--- config.mk ---
export PLATFORM = sky130hd
export DESIGN_NAME = ucwd_top
export DESIGN_NICKNAME = d
export VERILOG_FILES = /design/src/include/ucwd_pkg.sv /design/src/hw/ucwd_top.sv
export VERILOG_INCLUDE_DIRS = /design/src /design/src/include
export SDC_FILE = /design/constraint.sdc
export NUM_CORES = 1
export LEC_CHECK = 0
export CORE_MARGIN = 5
export CORE_UTILIZATION = 31
export DETAILED_ROUTE_END_ITERATION = 12
export DONT_BUFFER_PORTS = 1
export GPL_TIMING_DRIVEN = 0
export PLACE_DENSITY = 0.48
export SYNTH_ARGS = -nofsm -noshare
export SYNTH_HDL_FRONTEND = slang
export SYNTH_SLANG_ARGS = --single-unit
export TNS_END_PERCENT = 10
--- constraint.sdc ---
create_clock -name CORE_CLK -period 13.9 [get_ports CORE_CLK]
set_input_delay 3.475 -clock CORE_CLK [delete_from_list [all_inputs] [get_ports CORE_CLK]]
set_output_delay 3.475 -clock CORE_CLK [all_outputs]
set_load 0.01 [all_outputs]
--- src/include/ucwd_regs.svh ---
`ifndef UCWD_REGS_SVH
`define UCWD_REGS_SVH
`define UCWD_CLK_HZ 50000000
`define UCWD_BIT_PERIOD_US 5000
`define UCWD_BIT_CYCLES (`UCWD_BIT_PERIOD_US * (`UCWD_CLK_HZ / 1000000))
`define UCWD_LAST_SUBBIT 3'h4
`define UCWD_LAST_BIT 6'h22
`define UCWD_LAST_VBIT 6'h02
`define UCWD_NUM_MODES 7'h1A
`define UCWD_WCNT_W 6
`define UCWD_IDX_SEQ 7
`define UCWD_IDX_INT 8
`define UCWD_IDX_MD_A 9
`define UCWD_IDX_MD_B 11
`define UCWD_MASK_DADDR 35'h0_1555_5478
`define UCWD_MASK_TRUE 35'h0_02AA_A000
`define UCWD_MASK_COMP 35'h7_E800_0000
`define UCWD_OFS_CTRL 8'h00
`define UCWD_OFS_PAT 8'h04
`define UCWD_OFS_DADDR 8'h08
`define UCWD_OFS_STAT 8'h0C
`define UCWD_OFS_WTAB 8'h10
`define UCWD_RST_EN 1'h1
`define UCWD_RST_VADDR 3'h0
`define UCWD_RST_TERM 7'h05
`define UCWD_RST_PAT_ONE 5'h1B
`define UCWD_RST_PAT_ZERO 5'h04
`define UCWD_RST_PAT_X 5'h15
`define UCWD_RST_WCNT 6'h01
`define UCWD_DEC_ADDR 14'h2A5C
`endif

--- src/include/ucwd_pkg.sv ---
package ucwd_pkg;
  typedef enum logic [1:0] {ST_IDLE, ST_RECV, ST_ABORT} ucwd_state_t;
  typedef enum logic [3:0] {
    CZ_NONE, CZ_GROUP, CZ_LATE, CZ_COUNT, CZ_VADDR, CZ_DADDR,
    CZ_COMPL, CZ_MODE, CZ_BUSY, CZ_NOROUT, CZ_SEQ, CZ_MODESEQ
  } ucwd_cause_t;
endpackage

--- src/hw/ucwd_top.sv ---
`timescale 1ns/10ps
`include "ucwd_regs.svh"
// How it works
// [RULE_01] ground sends one sub-bit per reference cycle, one per millisecond
// [RULE_02] sub-bit value is the phase of the double-frequency tone
// [RULE_03] a command word is exactly 35 bits
// [RULE_04] first three bits are the vehicle address, matched against ours
// [RULE_05] 14 spread decoder address bits must equal the wired address
// [RULE_06] the 18 remaining bits are delivered to the computer adapter
// [RULE_07] bits 10 and 12 merge into the mode/data flag
// [RULE_08] bits 8 and 9 merge into the interrupt bit
// [RULE_09] seven true bits must be the exact inverse of seven complements
// [RULE_10] each bit is five sub-bits, 175 sub-bits per word
// [RULE_11] groups are classified against three configurable patterns
// [RULE_12] up to 26 mode command codes are handled
// [RULE_13] a mode command fits in a single word
// [RULE_14] data word count after a mode command depends on that mode
// [RULE_15] data word bit 8 starts at one and toggles, checked here
// [RULE_16] ground always sends bit 8 as zero in mode words
// [RULE_17] ground resends unaccepted messages, at most seven attempts
// [RULE_18] every message is reported accepted or rejected with a cause
// [RULE_19] a bit arriving later than its 5 ms period voids the message
// [RULE_20] any failed check stops decoding of that message
// [RULE_21] while a routine runs, only terminate is taken as a mode command
// [RULE_22] reset clears counters, word, sequence state and interrupt
// [RULE_23] adapter outputs hold while interrupt is up until next valid word
module ucwd_top #(
  parameter int unsigned BIT_CYCLES = `UCWD_BIT_CYCLES,
  parameter int unsigned TMR_W      = 18,
  parameter logic [13:0] DEC_ADDR   = `UCWD_DEC_ADDR
) (
  input  wire logic        CORE_CLK,
  input  wire logic        RST,
  input  wire logic        WB_CYC_I,
  input  wire logic        WB_STB_I,
  input  wire logic        WB_WE_I,
  input  wire logic [7:0]  WB_ADR_I,
  input  wire logic [31:0] WB_DAT_I,
  input  wire logic [3:0]  WB_SEL_I,
  output logic      [31:0] WB_DAT_O,
  output logic             WB_ACK_O,
  input  wire logic        SUBBIT_CLK,
  input  wire logic        SUBBIT_DATA,
  input  wire logic        CMD_ACK,
  output logic             CMD_INTERRUPT,
  output logic             MODE_DATA_FLAG,
  output logic      [13:0] CMD_MESSAGE,
  output logic             TLM_ACCEPT,
  output logic             TLM_REJECT,
  output logic      [3:0]  TLM_CAUSE,
  output logic             TLM_ADDR_OK
);
  localparam int unsigned WW = `UCWD_WCNT_W;
  localparam logic [TMR_W-1:0] TMR_LIM = TMR_W'(BIT_CYCLES - 1);

  function automatic logic [13:0] ucwd_gather(input logic [34:0] w, input logic [34:0] m);
    logic [13:0] r;
    r = '0;
    for (int i = 0; i < 35; i++) begin
      if (m[i]) begin
        r = {r[12:0], w[i]};
      end
    end
    return r;
  endfunction

  logic              clk_s1, clk_s2, clk_s3, dat_s1, dat_s2;
  ucwd_pkg::ucwd_state_t state_r;
  logic [4:0]        grp_r, grp_nxt, pat_one_r, pat_zero_r, pat_x_r;
  logic [2:0]        sb_cnt_r, vaddr_r;
  logic [5:0]        bit_cnt_r;
  logic [TMR_W-1:0]  tmr_r;
  logic [34:0]       word_r, word_nxt;
  logic              sb_stb, grp_done, is_one, is_zero, is_x;
  logic              abort_p, done_p, enable_r, active_r, exp_seq_r, rt_done_p;
  logic [3:0]        ab_cause, ev_cause;
  logic [13:0]       daddr_w;
  logic [6:0]        true_w, comp_w, term_r;
  logic [13:0]       true_g, comp_g;
  logic              flag_w, int_w, seq_w;
  logic [WW-1:0]     words_r;
  logic [WW-1:0]     wtab_r [0:25];
  logic              acc_r, rej_r, int_r, mdf_r, aok_r, ack_r, bus_wr;
  logic [3:0]        cause_r;
  logic [13:0]       msg_r;
  logic [31:0]       rdat_r, rdat_nxt;

  // two-stage synchronisers, third stage only for edge finding
  always_ff @(posedge CORE_CLK or posedge RST) begin
    if (RST) begin
      {clk_s1, clk_s2, clk_s3, dat_s1, dat_s2} <= 5'h00;
    end else begin
      clk_s1 <= SUBBIT_CLK;
      clk_s2 <= clk_s1;
      clk_s3 <= clk_s2;
      dat_s1 <= SUBBIT_DATA;
      dat_s2 <= dat_s1;
    end
  end

  assign sb_stb   = clk_s2 & ~clk_s3 & enable_r;
  assign grp_nxt  = {grp_r[3:0], dat_s2};
  assign grp_done = sb_stb && state_r == ucwd_pkg::ST_RECV && sb_cnt_r == `UCWD_LAST_SUBBIT;
  assign is_x     = bit_cnt_r <= `UCWD_LAST_VBIT;
  assign is_one   = grp_nxt == (is_x ? pat_x_r : pat_one_r); // [RULE_11]
  assign is_zero  = grp_nxt == pat_zero_r;
  assign word_nxt = {is_one, word_r[34:1]};
  assign daddr_w  = ucwd_gather(word_nxt, `UCWD_MASK_DADDR);
  assign true_g   = ucwd_gather(word_nxt, `UCWD_MASK_TRUE);
  assign comp_g   = ucwd_gather(word_nxt, `UCWD_MASK_COMP);
  assign true_w   = true_g[6:0];
  assign comp_w   = comp_g[6:0];
  assign flag_w   = word_nxt[`UCWD_IDX_MD_A] & word_nxt[`UCWD_IDX_MD_B]; // [RULE_07]
  assign int_w    = word_nxt[`UCWD_IDX_SEQ] | word_nxt[`UCWD_IDX_INT]; // [RULE_08]
  assign seq_w    = word_nxt[`UCWD_IDX_SEQ];

  // link checks: group match, timing, vehicle address, word length
  always_comb begin
    abort_p  = 1'b0;
    done_p   = 1'b0;
    ab_cause = ucwd_pkg::CZ_NONE;
    if (state_r == ucwd_pkg::ST_RECV) begin
      if (tmr_r == TMR_LIM && !grp_done) begin
        abort_p  = 1'b1; // [RULE_19]
        ab_cause = (sb_cnt_r != 3'h0) ? ucwd_pkg::CZ_LATE : ucwd_pkg::CZ_COUNT;
      end else if (grp_done) begin
        if (!is_one && !is_zero) begin
          abort_p  = 1'b1; // [RULE_11]
          ab_cause = ucwd_pkg::CZ_GROUP;
        end else if (bit_cnt_r == `UCWD_LAST_VBIT &&
                     {word_nxt[32], word_nxt[33], word_nxt[34]} != vaddr_r) begin
          abort_p  = 1'b1; // [RULE_04]
          ab_cause = ucwd_pkg::CZ_VADDR;
        end else if (bit_cnt_r == `UCWD_LAST_BIT) begin
          done_p = 1'b1; // [RULE_03]
        end
      end
    end
  end

  // message checks on the completed word
  always_comb begin
    ev_cause = ucwd_pkg::CZ_NONE;
    if (daddr_w != DEC_ADDR) begin
      ev_cause = ucwd_pkg::CZ_DADDR; // [RULE_05]
    end else if (true_w != ~comp_w) begin
      ev_cause = ucwd_pkg::CZ_COMPL; // [RULE_09]
    end else if (flag_w) begin
      if (seq_w) begin
        ev_cause = ucwd_pkg::CZ_MODESEQ; // [RULE_16]
      end else if (true_w >= `UCWD_NUM_MODES) begin
        ev_cause = ucwd_pkg::CZ_MODE; // [RULE_12]
      end else if (active_r && true_w != term_r) begin
        ev_cause = ucwd_pkg::CZ_BUSY; // [RULE_21]
      end
    end else if (!active_r || words_r == '0) begin
      ev_cause = ucwd_pkg::CZ_NOROUT; // [RULE_14]
    end else if (seq_w != exp_seq_r) begin
      ev_cause = ucwd_pkg::CZ_SEQ; // [RULE_15]
    end
  end

  // receive state machine
  always_ff @(posedge CORE_CLK or posedge RST) begin
    if (RST) begin
      state_r   <= ucwd_pkg::ST_IDLE; // [RULE_22]
      sb_cnt_r  <= 3'h0;
      bit_cnt_r <= 6'h00;
      grp_r     <= 5'h00;
      word_r    <= 35'h0_0000_0000;
      tmr_r     <= '0;
    end else begin
      case (state_r)
        ucwd_pkg::ST_IDLE: begin
          if (sb_stb) begin
            state_r   <= ucwd_pkg::ST_RECV;
            sb_cnt_r  <= 3'h1;
            bit_cnt_r <= 6'h00;
            grp_r     <= grp_nxt;
            tmr_r     <= '0;
          end
        end
        ucwd_pkg::ST_RECV: begin
          tmr_r <= tmr_r + 1'b1;
          if (sb_stb) begin
            grp_r    <= grp_nxt;
            sb_cnt_r <= grp_done ? 3'h0 : sb_cnt_r + 3'h1; // [RULE_10]
          end
          if (abort_p) begin
            state_r <= ucwd_pkg::ST_ABORT; // [RULE_20]
            tmr_r   <= '0;
          end else if (grp_done) begin
            tmr_r     <= '0;
            word_r    <= word_nxt;
            bit_cnt_r <= bit_cnt_r + 6'h01;
            if (done_p) begin
              state_r <= ucwd_pkg::ST_IDLE;
            end
          end
        end
        ucwd_pkg::ST_ABORT: begin
          // wait for a quiet bit period before listening again
          tmr_r    <= sb_stb ? '0 : tmr_r + 1'b1;
          sb_cnt_r <= 3'h0;
          if (tmr_r == TMR_LIM) begin
            state_r <= ucwd_pkg::ST_IDLE;
          end
        end
        default: state_r <= ucwd_pkg::ST_IDLE;
      endcase
    end
  end

  // routine and sequence tracking
  always_ff @(posedge CORE_CLK or posedge RST) begin
    if (RST) begin
      active_r  <= 1'b0; // [RULE_22]
      exp_seq_r <= 1'b1;
      words_r   <= '0;
    end else if (done_p && ev_cause == ucwd_pkg::CZ_NONE) begin
      if (flag_w && true_w == term_r) begin
        active_r <= 1'b0;
        words_r  <= '0;
      end else if (flag_w) begin
        active_r  <= 1'b1; // [RULE_13]
        words_r   <= wtab_r[true_w[4:0]]; // [RULE_14]
        exp_seq_r <= 1'b1; // [RULE_15]
      end else begin
        words_r   <= words_r - 1'b1;
        exp_seq_r <= ~exp_seq_r; // [RULE_15]
      end
    end else if (rt_done_p) begin
      active_r <= 1'b0; // [RULE_21]
    end
  end

  // adapter and telemetry outputs
  always_ff @(posedge CORE_CLK or posedge RST) begin
    if (RST) begin
      acc_r   <= 1'b0;
      rej_r   <= 1'b0;
      int_r   <= 1'b0; // [RULE_22]
      mdf_r   <= 1'b0;
      aok_r   <= 1'b0;
      msg_r   <= 14'h0000;
      cause_r <= ucwd_pkg::CZ_NONE;
    end else begin
      acc_r <= done_p && ev_cause == ucwd_pkg::CZ_NONE; // [RULE_18]
      rej_r <= abort_p || (done_p && ev_cause != ucwd_pkg::CZ_NONE);
      if (abort_p) begin
        cause_r <= ab_cause;
        aok_r   <= 1'b0;
      end else if (done_p) begin
        cause_r <= ev_cause;
        aok_r   <= daddr_w == DEC_ADDR;
      end
      if (done_p && ev_cause == ucwd_pkg::CZ_NONE) begin
        mdf_r <= flag_w; // [RULE_23]
        msg_r <= {true_w, comp_w}; // [RULE_06]
        int_r <= int_w | int_r;
      end else if (CMD_ACK) begin
        int_r <= 1'b0;
      end
    end
  end

  assign CMD_INTERRUPT  = int_r;
  assign MODE_DATA_FLAG = mdf_r;
  assign CMD_MESSAGE    = msg_r;
  assign TLM_ACCEPT     = acc_r;
  assign TLM_REJECT     = rej_r;
  assign TLM_CAUSE      = cause_r;
  assign TLM_ADDR_OK    = aok_r;

  // wishbone slave
  // write lands at the edge where the master sees ack
  assign bus_wr    = WB_CYC_I & WB_STB_I & WB_WE_I & ack_r;
  assign rt_done_p = bus_wr && WB_ADR_I == `UCWD_OFS_CTRL && WB_SEL_I[0] && WB_DAT_I[1];

  always_ff @(posedge CORE_CLK or posedge RST) begin
    if (RST) begin
      enable_r   <= `UCWD_RST_EN;
      vaddr_r    <= `UCWD_RST_VADDR;
      term_r     <= `UCWD_RST_TERM;
      pat_one_r  <= `UCWD_RST_PAT_ONE;
      pat_zero_r <= `UCWD_RST_PAT_ZERO;
      pat_x_r    <= `UCWD_RST_PAT_X;
      for (int i = 0; i < 26; i++) begin
        wtab_r[i] <= `UCWD_RST_WCNT;
      end
    end else if (bus_wr) begin
      case (WB_ADR_I)
        `UCWD_OFS_CTRL: begin
          if (WB_SEL_I[0]) begin
            enable_r <= WB_DAT_I[0];
            vaddr_r  <= WB_DAT_I[4:2];
          end
          if (WB_SEL_I[1]) begin
            term_r <= WB_DAT_I[14:8];
          end
        end
        `UCWD_OFS_PAT: begin
          if (WB_SEL_I[0]) pat_one_r <= WB_DAT_I[4:0];
          if (WB_SEL_I[1]) pat_zero_r <= WB_DAT_I[12:8];
          if (WB_SEL_I[2]) pat_x_r <= WB_DAT_I[20:16];
        end
        `UCWD_OFS_WTAB: begin
          if (WB_SEL_I[1:0] == 2'h3 && WB_DAT_I[4:0] < 5'h1A) begin
            wtab_r[WB_DAT_I[4:0]] <= WB_DAT_I[13:8];
          end
        end
        default: ;
      endcase
    end
  end

  always_comb begin
    case (WB_ADR_I)
      `UCWD_OFS_CTRL:  rdat_nxt = {17'h0, term_r, 3'h0, vaddr_r, 1'b0, enable_r};
      `UCWD_OFS_PAT:   rdat_nxt = {11'h0, pat_x_r, 3'h0, pat_zero_r, 3'h0, pat_one_r};
      `UCWD_OFS_DADDR: rdat_nxt = {18'h0, DEC_ADDR};
      `UCWD_OFS_STAT:  rdat_nxt = {14'h0, state_r, 2'h0, words_r,
                                   cause_r, aok_r, int_r, exp_seq_r, active_r};
      default:         rdat_nxt = 32'h0000_0000;
    endcase
  end

  always_ff @(posedge CORE_CLK or posedge RST) begin
    if (RST) begin
      ack_r  <= 1'b0;
      rdat_r <= 32'h0000_0000;
    end else begin
      ack_r  <= WB_CYC_I & WB_STB_I & ~ack_r;
      rdat_r <= rdat_nxt;
    end
  end

  assign WB_ACK_O = ack_r;
  assign WB_DAT_O = rdat_r;
endmodule

Word level (Yosys, flattened, before mapping):

Index checks and enable logic that the tools add are counted.

* bits in registers: 319
* logic and storage cells: 221
* input bits: 52
* output and inout bits: 56

* reduce and logical (&&, ||, !) cells: 46
* add/sub/neg operators: 4
* eq/ne operators: 28
* order comparisons: 6
* multiplexer cells: 65
* bitwise gates (word level): 17

Operator list (number)
* $bwmux W156: 1
* $pmux W21 S4: 1
* $mux W18: 4
* $pmux W18 S3: 1
* $mux W6: 8
* $mux W4: 10
* $bmux W6 S5: 1
* $demux W6 S5: 1
* $mux W3: 8
* $reduce_and A3 Y1: 8
* $mux W1: 21
* $add A18 B1 Y18 const B: 1
* $eq A18 B18 Y1 const B: 1
* $eq A8 B4 Y1 const B: 2
* $eq A14 B14 Y1 const B: 1
* $logic_and A1 B1 Y1: 14
* $ne A14 B14 Y1 const B: 1
* $ne A7 B7 Y1: 2
* $ge A6 B6 Y1 const B: 2
* $not A5 Y6: 2
* $pmux W6 S2: 1
* $eq A5 B5 Y1: 2
* $mux W2: 5
* $ne A2 B2 Y1 const B: 5
* 38 further kinds: 63

Longest topological paths before layout:

* depth after elaboration: 14
* gate-level depth with buffers: 12
* mapped depth without buffers: 10

Worst setup path after synthesis:

No wires, ideal clock.

* path kind: input port to flip-flop
* start: input port WB_ADR_I[2]
* end: register wtab_r[137] in the netlist's numbering
* stages: 7
* arrival time: 5.655 ns
* path slack: 8.120 ns
* library setup time: 0.125 ns
* data required time: 13.775 ns
* cells stage by stage: clkbuf_1 -> nor4_1 -> nand2_1 -> nor3_1 -> nand3_1 -> nor4_1 -> mux2_2

* longest elaborated chain between the ends: 2

Ends and longest elaborated chain
* start, declared: line ucwd_top.sv:37 `input wire logic [7:0] WB_ADR_I,`
* $eq A8 B5 Y1: line ucwd_top.sv:292 `case (WB_ADR_I)`
* $reduce_and A3 Y1 (no source line)
* end signal, assigned by index: line ucwd_top.sv:289 `` wtab_r[i] <= `UCWD_RST_WCNT; ``
* end signal, assigned by index: line ucwd_top.sv:309 `wtab_r[WB_DAT_I[4:0]] <= WB_DAT_I[13:8];`
* end, declared: line ucwd_top.sv:82 `logic [WW-1:0] wtab_r [0:25];`

Every way passes these cells.
A chain may end at the register's enable or synchronous reset.

Worst setup path after layout:

* start: input port WB_ADR_I[2]
* end: register wtab_r[34] in the netlist's numbering

Same word-level chain as after synthesis.

==> impl_metrics.toml <==
[place]
globalplace.congestion = 0.823
place_area_um2 = 15400
numPortBuffers = 0
post-dp-hpwl_mm = 29.1

[timing]
rsz0062_at_grt = "false"
clock.fmax_mhz = 157
whs_ns = 0.355
worst_slew_pin_slew_ns = 1.10
finalSetupViolations = 0
finalHoldViolCount = 0
fin_tns_setup_ns = 0
skew_ns = 0.0275
min_period_ns = 6.37
slew_viol_final = 0
maxSlewHeadroom_pct = 26.3
period_share_pct = 45.9

[clocking]
cts_hold_buf = 0
postCtsSetupBuffers = 0
cts_sinks = 303
clk_latency_ns = 0.56
cts_tree = "done"
clk_pin_slew_ns = 0.05
cts_made_buffers = 38
cts_htree_levels = 2
clockBufferDepth = 3
cts-resized-gates = 0
clock-root-buffer = "clkbuf_16"

[drt]
via_count = 9907
wl_per_cell_um = 21.4
drt-pass1-iter-count = 5
antenna_left = 0
drc = 0
drt_iter0_drc = 647
wirelength_mm = 41.0
vias_per_cell = 5.17

[global_route]
grt_pass1_wl_mm = 62.9
grt_max_degree = 123
grt_pass1_vias = 9933
grtUsageTotal_pct = 16.0
grt-ovfl-total = 0
antenna_found_initial = 1

[critical_path]
required_ns = 14.33
worstPathMaxFanout = 10
r2r_start = "word_r[24]$_DFFE_PP0P_"
r2r_cells = 8
worstReg2RegEnd = "words_r[2]$_DFFE_PP0P_"
cp-start-kind = "input pin"
ff2ff_setup_slack_ns = 10.18
cp-end-kind = "flop"
critPathArrivalTime_ns = 6.80
path_class = "in -> reg"

[final_layout]
final_cell_area_um2 = 16800
fillers = 4556
diodes = 0
drive_gt1_share_pct = 28.3
final_nets = 1344
most-common-layout-cells = "265 x dfrtp_1, 205 x mux2_2, 165 x nand2_1, 53 x clkbuf_1, 47 x nor2_1"
multiInputGateArea_um2 = 6470
final_common_cell = "dfrtp_1"
syn_to_final_growth_pct = 15.3
register_area_um2 = 7630
fin_util_pct = 36.1

[status]
outcome = "complete, no violations"

[power_and_ir_drop]
p_total_uw = 2060
p_sw_uw = 484
power_density_nw_per_um2 = 123
power_frac_seq_pct = 43.4
power.share.switching_pct = 23.5
combPwrFrac_pct = 5.6
clkPwrFrac_pct = 51.1
peakVddDrop_mv = 0.101
p_leak_uw = 0.00764
intPower_uw = 1580

[yosys]
yosysSeqAreaShare_pct = 52.5
yosysUniqueCellTypes = 77
synth_area_per_cell_um2 = 11.9
synth_edf_count = 0
synth_warnings = 0
netlist_area_um2 = 14500
async_flop_share_pct = 100
synth_seq_cells = 303
synth_ff_type = "dfrtp_1"
synthCells = 1227

[worst_hold_path]
whs_path_depth = 0
hold_path.startpoint = "dat_s1$_DFF_PP0_"
min_to = "dat_s2$_DFF_PP0_"
hold_path.class = "reg -> reg"

[floorplanning]
rows = 79
start_util_pct = 31.3
die_h_um = 227
dieArea_um2 = 51300
pin_count = 108
die_w_um = 227
core_um2 = 46500

[run]
drv_cap = 0
-- flip-flops by register name, summed over array words and instances (netlist names), 5 cells and up --
register / flops
pat_x_r: 5
term_r: 7
word_r: 31
CMD_MESSAGE: 14
tmr_r: 18
pat_one_r: 5
pat_zero_r: 5
words_r: 6
bit_cnt_r: 6
wtab_r: 156
WB_DAT_O: 20
-- kinds of logic after synthesis --
logic type                 synth area share [%]
other                                    0.0258
DFF                                        52.5
xor gates and xnor gates                   1.51
AOI/OAI and AO/OA                          8.42
muxes                                      22.2
adders and majority gates                 0.946
and+or+nand+nor                            11.1
buffers and inverters                      3.36
-- per-stage QoR --
step                instances  setup slack, ns
detailed placement       1847             6.42
CTS                      1917             6.99
finish                   1918             7.53
global placement         1845            -1.67
global route             1918             7.31
floorplan                1238             2.11
-- how the worst max path moves through the flow --
stage / startpoint / end / cells past startpoint
after floorplan: RST / CMD_INTERRUPT$_DFFE_PP0P_ / 1
after CTS: WB_ADR_I[2] / wtab_r[34]$_DFFE_PP0P_ / 7
after global placement: RST / dat_s1$_DFF_PP0_ / 1
final: WB_ADR_I[2] / wtab_r[34]$_DFFE_PP0P_ / 8
after detailed placement: WB_ADR_I[2] / wtab_r[134]$_DFFE_PP0P_ / 7
after global routing: WB_ADR_I[2] / wtab_r[31]$_DFFE_PP0P_ / 8
-- worst max-delay path, cell delays in order --
cell      delay, ns
clkbuf_1       0.26
nor4_1         0.51
nand2_1        0.10
nor3_1         0.28
clkbuf_4       0.29
nor3b_1        0.90
nand2_1        0.54
mux2_2         0.42
-- power by group through the flow --
stage                     sequential (uW)  clock [uW]  combinational [uW]
after floorplan                       907           0                78.7
after global routing                  893        1120                 131
final                                 893        1050                 114
after CTS                             893        1080                 117
after global placement                909           0                 113
after detailed placement              909           0                 116
-- cell type report --
| type | instances | share of cell area [%] |
|---|---|---|
| buffer | 80 | 2.22 |
| clock inverter | 14 | 1.35 |
| tap | 607 | 4.53 |
| multi-input combinational | 824 | 38.6 |
| clock buffer | 56 | 6.73 |
| sequential | 303 | 45.5 |
| timing repair buffer | 3 | 0.373 |
| inverter | 31 | 0.738 |
-- per-layer routing --
layer	vias to the layer above	part of all wire, %	track usage (%)
li1	4563	-	-
met1	5064	46	22.3
met2	218	46	25.1
met3	60	5.7	3.87
met4	2	2.4	4.31
met5	-	0.017	0
-- synth_stat cells, drive strengths merged (4+ instances only) --
master	count	share of area [%]
xor2	15	0.90
mux2i	35	2.4
a221oi	7	0.42
dfrtp	265	46
a22o	8	0.48
a21oi	23	0.79
a31oi	4	0.17
mux2	205	16
and3	14	0.60
clkbuf	46	1.2
xnor2	10	0.60
o211ai	6	0.34
inv	31	0.80
o22ai	7	0.30
nand3	16	0.55
mux4	25	3.9
o21ai	40	1.4
nand4	14	0.60
o31ai	8	0.45
nor4	7	0.30
nand2	165	4.3
a222oi	4	0.28
a311oi	4	0.24
nand2b	14	0.60
and2	9	0.39
nor3	24	0.86
a221o	6	0.41
o221ai	9	0.54
nor2	47	1.2
buf	34	1.4
ha	11	0.95
dfstp	38	6.9
a32oi	6	0.36
nand4b	4	0.24
nor2b	8	0.34
nor3b	4	0.21
Power figures use the tool's default switching activity.
